$ cat src/pmsl_pkg.sv
/*
 Constants, register map and carrier types of the position monitor setup block.
 Assumes a 125 MHz system clock and a 32-bit classic Wishbone register bus.
*/
package pmsl_pkg;
  // ***************
  // timing
  // ***************
  localparam int CLK_HZ = 125_000_000;
  localparam int TICK_MS = 10;
  localparam int TICK_CYC = CLK_HZ / 1000 * TICK_MS;

  // ***************
  // widths and limits
  // ***************
  localparam int TMO_W = 14;
  localparam int LIM_W = 20;
  localparam int POS_W = LIM_W;
  localparam logic [TMO_W-1:0] TMO_MAX = 14'h270f;
  localparam logic [TMO_W-1:0] TMO_RST = 14'h01f4;
  localparam logic [LIM_W-1:0] LIM_MAX = 20'hf423f;
  localparam logic [LIM_W-1:0] LIM_RST = 20'hf423f;

  // ***************
  // register byte offsets
  // ***************
  localparam logic [7:0] REG_UNIT = 8'h00;
  localparam logic [7:0] REG_RES = 8'h04;
  localparam logic [7:0] REG_HOLD = 8'h08;
  localparam logic [7:0] REG_AUXLED = 8'h0c;
  localparam logic [7:0] REG_TMO = 8'h10;
  localparam logic [7:0] REG_UPLIM = 8'h14;
  localparam logic [7:0] REG_POL = 8'h18;
  localparam logic [7:0] REG_PROG = 8'h1c;
  localparam logic [7:0] REG_FCLR = 8'h20;
  localparam logic [7:0] REG_STAT = 8'h24;
  localparam logic [7:0] REG_DISP = 8'h28;
  localparam logic [7:0] REG_IRQ_ST = 8'h2c;
  localparam logic [7:0] REG_IRQ_CLR = 8'h30;
  localparam logic [7:0] REG_IRQ_EN = 8'h34;

  // ***************
  // field values
  // ***************
  localparam logic [1:0] RES_WHOLE = 2'h0;
  localparam logic [1:0] RES_MM = 2'h2;
  localparam logic [1:0] RES_IN = 2'h3;
  localparam logic [1:0] HOLD_OFF = 2'h0;
  localparam logic [1:0] HOLD_ON_HI = 2'h1;
  localparam logic [1:0] HOLD_ON_LO = 2'h2;
  localparam int ST_PROG = 0;
  localparam int ST_FAULT = 1;
  localparam int ST_UPPER = 2;
  localparam int ST_HOLD = 3;
  localparam int ST_AUX = 4;
  localparam int IRQ_FAULT = 0;
  localparam int IRQ_UPPER = 1;
  localparam int IRQ_HOLD = 2;
  localparam int IRQ_W = 3;

  typedef enum logic [1:0] {WD_IDLE, WD_WATCH, WD_FAULT} pmsl_wd_type;

  typedef struct packed {
    logic relay_up;
    logic relay_lo;
    logic fault_ok;
    logic led_up;
    logic led_fault;
    logic led_aux;
  } pmsl_ind_type;
endpackage

$ cat src/pmsl_top.sv
/*
 Position monitor setup and supervision: units, resolution, display hold with
 dwell, auxiliary LED, move-detection watchdog, upper limit relay.
 Assumes pos_i comes from same-clock transducer logic in thousandths; aux_i and
 linear_i are pins and are synchronised here.
 // How it works
 // - unit bit, 0 inches, 1 millimetres
 // - unit change resets resolution to default
 // - resolution 0 whole to 3 thousandths
 // - hold mode 0 off, 1 energised, 2 released
 // - hold enabled disables watchdog, reuses time-out
 // - display stays frozen for dwell after release
 // - hold freezes display only, limits stay live
 // - aux LED shows hold when enabled
 // - time-out 0 to 99.99 s, zero disables
 // - aux assertion starts movement watch timing
 // - no movement: relays drop, fault shown
 // - fault latched until explicit clear
 // - upper relay and LED at limit reached
 // - upper limit 0 to 999.999, reset max
 // - setup writes only in program mode
 // - relay polarity bit inverts relay sense
*/
`timescale 1ns/10ps
module pmsl_top #(
  parameter int TICK_CYCLES = pmsl_pkg::TICK_CYC
) (
  input wire logic clk_i,
  input wire logic rst_i,
  input wire logic wb_cyc_i,
  input wire logic wb_stb_i,
  input wire logic wb_we_i,
  input wire logic [7:0] wb_adr_i,
  input wire logic [3:0] wb_sel_i,
  input wire logic [31:0] wb_dat_i,
  output logic [31:0] wb_dat_o,
  output logic wb_ack_o,
  input wire logic [pmsl_pkg::POS_W-1:0] pos_i,
  input wire logic aux_i,
  input wire logic linear_i,
  output logic [pmsl_pkg::POS_W-1:0] disp_pos_o,
  output logic [1:0] disp_res_o,
  output logic disp_mm_o,
  output logic disp_err_o,
  output pmsl_pkg::pmsl_ind_type ind_o,
  output logic irq_o
);
  import pmsl_pkg::*;

  localparam int TW = $clog2(TICK_CYCLES);

  // ***************
  // 10 ms tick
  // ***************
  logic [TW-1:0] tdiv_reg;
  logic tick;
  assign tick = (tdiv_reg == TW'(TICK_CYCLES - 1));

  always_ff @(posedge clk_i)
  begin
    if (rst_i || tick)
      tdiv_reg <= '0;
    else
      tdiv_reg <= tdiv_reg + 1'b1;
  end

  // ***************
  // pin synchronisers
  // ***************
  logic aux_s1_reg, aux_s2_reg, aux_d_reg, lin_s1_reg, lin_s2_reg;
  logic aux_rise;
  assign aux_rise = aux_s2_reg & ~aux_d_reg;

  always_ff @(posedge clk_i)
  begin
    if (rst_i)
    begin
      aux_s1_reg <= 1'b0;
      aux_s2_reg <= 1'b0;
      aux_d_reg <= 1'b0;
      lin_s1_reg <= 1'b0;
      lin_s2_reg <= 1'b0;
    end
    else
    begin
      aux_s1_reg <= aux_i;
      aux_s2_reg <= aux_s1_reg;
      aux_d_reg <= aux_s2_reg;
      lin_s1_reg <= linear_i;
      lin_s2_reg <= lin_s1_reg;
    end
  end

  // ***************
  // bus decode
  // ***************
  function automatic logic [31:0] wb_merge(input logic [31:0] old_v,
                                           input logic [31:0] new_v,
                                           input logic [3:0] sel);
    logic [31:0] r;
    r = old_v;
    for (int i = 0; i < 4; i++)
      if (sel[i])
        r[8*i +: 8] = new_v[8*i +: 8];
    return r;
  endfunction

  logic ack_reg;
  logic [31:0] dat_reg, rd_v, wv;
  logic [7:0] adr;
  logic acc, wr, prog_wr, fclr;
  assign adr = {wb_adr_i[7:2], 2'h0};
  assign acc = wb_cyc_i & wb_stb_i & ~ack_reg;
  assign wr = acc & wb_we_i;
  assign wv = wb_merge(rd_v, wb_dat_i, wb_sel_i);

  // ***************
  // setup registers
  // ***************
  logic prog_mode_reg, unit_reg, aux_en_reg, pol_reg;
  logic [1:0] res_reg, hold_mode_reg;
  logic [TMO_W-1:0] tmo_reg;
  logic [LIM_W-1:0] uplim_reg;
  logic [IRQ_W-1:0] irq_st_reg, irq_en_reg, irq_ev;
  assign prog_wr = wr & prog_mode_reg;
  assign fclr = wr & (adr == REG_FCLR) & wv[0];

  always_ff @(posedge clk_i)
  begin
    if (rst_i)
      prog_mode_reg <= 1'b0;
    else if (wr && adr == REG_PROG)
      prog_mode_reg <= wv[0];
  end

  always_ff @(posedge clk_i)
  begin
    if (rst_i)
    begin
      unit_reg <= 1'b0;
      res_reg <= RES_IN;
    end
    else if (prog_wr && adr == REG_UNIT)
    begin
      unit_reg <= wv[0];
      if (wv[0] != unit_reg)
        res_reg <= wv[0] ? RES_MM : RES_IN;
    end
    else if (prog_wr && adr == REG_RES)
      res_reg <= wv[1:0];
  end

  always_ff @(posedge clk_i)
  begin
    if (rst_i)
    begin
      hold_mode_reg <= HOLD_OFF;
      aux_en_reg <= 1'b0;
      pol_reg <= 1'b0;
    end
    else if (prog_wr)
    begin
      if (adr == REG_HOLD && wv[1:0] <= HOLD_ON_LO)
        hold_mode_reg <= wv[1:0];
      if (adr == REG_AUXLED)
        aux_en_reg <= wv[0];
      if (adr == REG_POL)
        pol_reg <= wv[0];
    end
  end

  always_ff @(posedge clk_i)
  begin
    if (rst_i)
    begin
      tmo_reg <= TMO_RST;
      uplim_reg <= LIM_RST;
    end
    else if (prog_wr)
    begin
      if (adr == REG_TMO && wv <= 32'(TMO_MAX))
        tmo_reg <= wv[TMO_W-1:0];
      if (adr == REG_UPLIM && wv <= 32'(LIM_MAX))
        uplim_reg <= wv[LIM_W-1:0];
    end
  end

  // ***************
  // move-detection watchdog
  // ***************
  pmsl_wd_type wd_state;
  logic [TMO_W-1:0] wd_cnt_reg;
  logic [POS_W-1:0] cap_pos_reg;
  logic fault;
  assign fault = (wd_state == WD_FAULT);

  always_ff @(posedge clk_i)
  begin
    if (rst_i)
    begin
      wd_state <= WD_IDLE;
      wd_cnt_reg <= '0;
      cap_pos_reg <= '0;
    end
    else
    begin
      case (wd_state)
        WD_IDLE:
          if (aux_rise && hold_mode_reg == HOLD_OFF && tmo_reg != '0)
          begin
            wd_state <= WD_WATCH;
            wd_cnt_reg <= '0;
            cap_pos_reg <= pos_i;
          end
        WD_WATCH:
          if (hold_mode_reg != HOLD_OFF || tmo_reg == '0)
            wd_state <= WD_IDLE;
          else if (pos_i != cap_pos_reg)
            wd_state <= WD_IDLE;
          else if (tick)
          begin
            if (wd_cnt_reg + 1'b1 >= tmo_reg)
              wd_state <= WD_FAULT;
            wd_cnt_reg <= wd_cnt_reg + 1'b1;
          end
        WD_FAULT:
          if (fclr)
            wd_state <= WD_IDLE;
        default:
          wd_state <= WD_IDLE;
      endcase
    end
  end

  // ***************
  // display hold and dwell
  // ***************
  logic hold_cond, hold_cond_d_reg, dwell_run_reg, hold_active, hold_act_d_reg;
  logic [TMO_W-1:0] dwell_reg;
  logic [POS_W-1:0] disp_reg;
  assign hold_cond = (hold_mode_reg == HOLD_ON_HI && aux_s2_reg) ||
                     (hold_mode_reg == HOLD_ON_LO && !aux_s2_reg);
  assign hold_active = hold_cond || dwell_run_reg ||
                       (hold_cond_d_reg && tmo_reg != '0);

  always_ff @(posedge clk_i)
  begin
    if (rst_i)
    begin
      hold_cond_d_reg <= 1'b0;
      dwell_run_reg <= 1'b0;
      dwell_reg <= '0;
    end
    else
    begin
      hold_cond_d_reg <= hold_cond;
      if (hold_cond)
        dwell_run_reg <= 1'b0;
      else if (hold_cond_d_reg)
      begin
        dwell_run_reg <= (tmo_reg != '0);
        dwell_reg <= tmo_reg;
      end
      else if (dwell_run_reg && tick)
      begin
        if (dwell_reg <= 1)
          dwell_run_reg <= 1'b0;
        dwell_reg <= dwell_reg - 1'b1;
      end
    end
  end

  always_ff @(posedge clk_i)
  begin
    if (rst_i)
      disp_reg <= '0;
    else if (!hold_active)
      disp_reg <= pos_i;
  end

  // ***************
  // limit and indicators
  // ***************
  logic upper_hit, upper_d_reg, fault_d_reg;
  pmsl_ind_type ind_reg;
  assign upper_hit = (pos_i >= uplim_reg);

  always_ff @(posedge clk_i)
  begin
    if (rst_i)
    begin
      ind_reg <= '0;
      upper_d_reg <= 1'b0;
      fault_d_reg <= 1'b0;
      hold_act_d_reg <= 1'b0;
    end
    else
    begin
      ind_reg.relay_up <= ~((upper_hit | fault) ^ pol_reg);
      ind_reg.relay_lo <= ~(fault ^ pol_reg);
      ind_reg.fault_ok <= ~fault;
      ind_reg.led_up <= upper_hit;
      ind_reg.led_fault <= fault;
      ind_reg.led_aux <= aux_en_reg & hold_active;
      upper_d_reg <= upper_hit;
      fault_d_reg <= fault;
      hold_act_d_reg <= hold_active;
    end
  end

  // ***************
  // interrupts
  // ***************
  assign irq_ev[IRQ_FAULT] = fault & ~fault_d_reg;
  assign irq_ev[IRQ_UPPER] = upper_hit & ~upper_d_reg;
  assign irq_ev[IRQ_HOLD] = hold_active & ~hold_act_d_reg;

  always_ff @(posedge clk_i)
  begin
    if (rst_i)
    begin
      irq_st_reg <= '0;
      irq_en_reg <= '0;
    end
    else
    begin
      if (wr && adr == REG_IRQ_CLR)
        irq_st_reg <= (irq_st_reg & ~wv[IRQ_W-1:0]) | irq_ev;
      else
        irq_st_reg <= irq_st_reg | irq_ev;
      if (wr && adr == REG_IRQ_EN)
        irq_en_reg <= wv[IRQ_W-1:0];
    end
  end

  // ***************
  // read mux and bus answer
  // ***************
  always_comb
  begin
    rd_v = '0;
    case (adr)
      REG_UNIT: rd_v[0] = unit_reg;
      REG_RES: rd_v[1:0] = res_reg;
      REG_HOLD: rd_v[1:0] = hold_mode_reg;
      REG_AUXLED: rd_v[0] = aux_en_reg;
      REG_TMO: rd_v[TMO_W-1:0] = tmo_reg;
      REG_UPLIM: rd_v[LIM_W-1:0] = uplim_reg;
      REG_POL: rd_v[0] = pol_reg;
      REG_PROG: rd_v[0] = prog_mode_reg;
      REG_STAT:
      begin
        rd_v[ST_PROG] = prog_mode_reg;
        rd_v[ST_FAULT] = fault;
        rd_v[ST_UPPER] = upper_hit;
        rd_v[ST_HOLD] = hold_active;
        rd_v[ST_AUX] = aux_s2_reg;
      end
      REG_DISP: rd_v[POS_W-1:0] = disp_reg;
      REG_IRQ_ST: rd_v[IRQ_W-1:0] = irq_st_reg;
      REG_IRQ_EN: rd_v[IRQ_W-1:0] = irq_en_reg;
      default: rd_v = '0;
    endcase
  end

  always_ff @(posedge clk_i)
  begin
    if (rst_i)
    begin
      ack_reg <= 1'b0;
      dat_reg <= '0;
    end
    else
    begin
      ack_reg <= acc;
      if (acc && !wb_we_i)
        dat_reg <= rd_v;
    end
  end

  assign wb_ack_o = ack_reg;
  assign wb_dat_o = dat_reg;
  assign disp_pos_o = disp_reg;
  assign disp_res_o = res_reg;
  assign disp_mm_o = unit_reg & lin_s2_reg;
  assign disp_err_o = ind_reg.led_fault;
  assign ind_o = ind_reg;
  assign irq_o = |(irq_st_reg & irq_en_reg);
endmodule

$ cat config.mk
export PLATFORM = sky130hd
export DESIGN_NAME = pmsl_top
export DESIGN_NICKNAME = d
export VERILOG_FILES = /design/src/pmsl_pkg.sv /design/src/pmsl_top.sv
export SDC_FILE = /design/constraint.sdc
export NUM_CORES = 1
export LEC_CHECK = 0
export ABC_AREA = 1
export BUFFER_PORTS_ARGS = -buffer_cell sky130_fd_sc_hd__buf_2
export CAP_MARGIN = 20
export CORE_MARGIN = 3
export CORE_UTILIZATION = 35
export CTS_CLUSTER_DIAMETER = 150
export DETAILED_ROUTE_END_ITERATION = 8
export SYNTH_ARGS = -nofsm -noshare
export SYNTH_HDL_FRONTEND = slang
export SYNTH_SLANG_ARGS = --single-unit
$ cat constraint.sdc
create_clock -name clk_i -period 7.8 [get_ports clk_i]
set_input_delay 0.39 -clock clk_i [delete_from_list [all_inputs] [get_ports clk_i]]
set_output_delay 0.39 -clock clk_i [all_outputs]
set_load 0.02 [all_outputs]
==> metrics.md <==
| Metric | Value |
|---|---|
| Cts hold-fix bufs | `0` |
| Hold Vio Cnt, Final | `0` |
| Die area | `between 30000 and 40000 um^2` |
| HP Class | `in -> reg` |
| Maximum clock frequency | `282 MHz` |
| Async SR Flop Fraction | `0%` |
| Flop and latch count out of synthesis | `approximately 170` |
| CTS tree | `yes` |
| Most frequent cells in the layout | `nand2_1, nor2_1, inv_1` |
| Post-synth top area cell | `dfxtp_1` |
| Vias per inst | `4.96` |
| Post-layout min period | `3.55 ns` |
| Worst vdd ir | `0.127 mV` |
| Vias in the first global route | `about 9k` |
| Detailed Route WL | `between 20000 and 30000 um` |
| Hold slack final | `0.171 ns` |
| Pin count of the biggest net entering global routing | `about 110` |
| CTS H-tree lvls | `4` |
| Clock-pin slew on the worst setup and hold paths | `0.07 ns` |
| Die H | `174 um` |
| Slew @ Worst Pin | `1.06 ns` |
| Global route overflow | `0` |
| I/O Buffers | `120` |
| Synth top area share | `a little over a third` |
| RSZ-0062 raised after global routing | `false` |
| Slew HR | `29.4%` |
| DRT Pass-1 Iters | `5` |
| Ys flop type | `dfxtp_1` |
| Final slew viol count | `0` |
| Die span in x | `between 150 and 200 um` |
| Via count | `9633` |
| CP Data Required Time | `8.08 ns` |
| Clk_lat worst skew | `0.44 ns` |
| Lkg Pwr | `5.40 nW` |
| Layout cell share with drive strength beyond 1 | `between 10% and 20%` |
| DR iter-0 viols | `584` |
| Post-CTS setup buffer count | `0` |
| GR Util All Layers | `18.9%` |
| First-pass GRT wire length | `46800 um` |
| Final HPWL DP | `approximately 22000 um` |
| Post-Syn Area | `9850 um^2` |
| CTS Buf Count | `17` |
| # fillers | `slightly below 3k` |
| FP Rows | `60` |
| CP startpoint kind | `input pin` |
| Synth area leaders | `dfxtp_1, nand2_1, nor2_1, inv_1, o21ai_0` |
| Post-synthesis cell type count | `45` |
| NumNets Final | `1666` |
| Worst-path maximum fanout | `21` |
| Post-CTS sizing | `0` |
| Crit. End Element | `flip-flop` |
| Initial Util | `a little over a third` |
| Max FFs per register | `21` |
| Detail Route Antenna Nets | `0` |
| Pwr/cell area | `roughly 190 nW/um^2` |
| Clock tree sinks | `174` |
| Area grow syn2layout | `14.3%` |
| Setup Skew | `between 0.01 and 0.015 ns` |
| Tcrit/Tclk final | `45.5%` |
| Crit path kind | `in -> reg` |
| Cells after Synth | `around 1.5k` |
| Post-synth EDFFs | `0` |
| Fin Setup TNS | `0 ns` |
| Final setup fails | `0` |
| Core area | `27300 um^2` |
| Root buf cell | `clkbuf_16` |
| Drt wl/cell | `approximately 15 um` |
| Synth Area per Inst | `between 6 and 7 um^2` |
| Part of the Yosys area used for sequential elements | `35.4%` |
| Outcome | `completed` |
| Crit path arrival time | `3.83 ns` |
| DRC viols | `0` |
| Maximum clock insertion buffer count | `2` |
| Commonest non-fill, non-tap cell in the layout | `nand2_1` |
| I/O pin cnt | `between 100 and 150` |
| R2R Setup Slk | `4.37 ns` |
| Routability Congestion | `0.885` |
| Max-cap viol count | `0` |
| # diodes | `0` |
| Initial antenna violation count | `1` |
| Yosys warns | `0` |
==> synth_stat cells, types with 2 or more instances <==
cell	instances
nor2_4	4
nor4_1	9
nand2_1	315
a21o_1	2
o21ai_1	6
nand3_2	5
clkbuf_1	40
inv_2	4
xnor2_1	21
inv_1	189
nor3_1	14
nand3_1	83
nand3_4	2
buf_4	14
a211oi_1	7
or2_2	11
o21bai_2	2
o22ai_1	2
dfxtp_1	174
buf_6	5
nor3b_1	3
buf_2	13
o211ai_1	8
a31oi_1	10
nand4_1	64
ha_1	38
nor2_2	6
xor2_1	19
nand3b_1	2
nor2_1	205
o21ai_0	102
a21oi_1	80
nand2_2	2
==> critical path: stages <==
cell and delay, ns:
buf_2 0.19, inv_2 0.09, nand3_4 0.12, nor2_4 0.10
nand2_1 0.08, nand3_1 0.12, a21boi_1 0.33, nand2_1 0.14
nor2_2 0.13, nand3_1 0.10, a21oi_2 0.75, nand3_1 0.88
nand2_1 0.27, nand3_1 0.10
==> metal layers <==
metal  share of wire, %  wire (um)  vias up  global-route usage, %
li1                   -          -     4915                      -
met1                 46      13300     4454                   25.2
met2                 47      13800      231                   32.2
met3                5.5       1590       31                   3.09
met4                1.4        413        2                   4.32
met5              0.024          7        -                      0
==> metrics by stage <==
| stage | utilization [%] | power [W] | cells | setup slack [ns] | instance area [um^2] |
|---|---|---|---|---|---|
| 6_report | 41.2 | 0.00216 | 1942 | 4.25 | 11300 |
| 5_1_grt | 41.2 | 0.00225 | 1942 | 4.01 | 11300 |
| 4_1_cts | 41.2 | 0.00217 | 1942 | 4.36 | 11300 |
| 3_5_place_dp | 38.9 | 0.00125 | 1910 | 3.96 | 10600 |
| 3_3_place_gp | 38.9 | 0.00125 | 1910 | 4.00 | 10600 |
| 2_1_floorplan | - | 0.00116 | 1484 | 5.25 | 9890 |
==> layout make-up <==
class / count / area [um^2] / area share, %
clock buffers: 18 / 429 / 3.81
inverters: 194 / 728 / 6.47
well taps: 372 / 465 / 4.13
repair buffers: 126 / 646 / 5.73
flip-flops and latches: 174 / 3480 / 30.9
clock inverters: 14 / 204 / 1.81
multi-input cells: 1044 / 5300 / 47.1
==> worst paths after layout <==
| path | from | endpoint | depth (start not counted) |
|---|---|---|---|
| max reg2reg | disp_pos_o[11] | uplim_reg[9] | 10 |
| max | wb_adr_i[5] | uplim_reg[9] | 14 |
| min reg2reg | lin_s1_reg | lin_s2_reg | 2 |
| min | linear_i | lin_s1_reg | 3 |
==> logic make-up (layout without fill, tap and decap cells) <==
logic type | count (synthesis) | after routing | share of synthesized area (%)
compound gates | 227 | 227 | 12.6
xor+xnor | 40 | 40 | 3.56
fa+ha+maj | 38 | 38 | 4.83
buf+inv | 266 | 352 | 11.2
flops | 174 | 174 | 35.4
other cells | 1 | 12 | 0.0381
simple gates | 727 | 727 | 32.4
==> power by group <==
| group | total, W | internal [W] | leakage [nW] | switching [W] |
|---|---|---|---|---|
| sequential | 0.000956 | 0.000929 | 1.42 | 0.0000268 |
| clock | 0.000928 | 0.000543 | 0.304 | 0.000385 |
| combinational | 0.000273 | 0.0000866 | 3.68 | 0.000187 |
(Power assumes the default switching activity.)
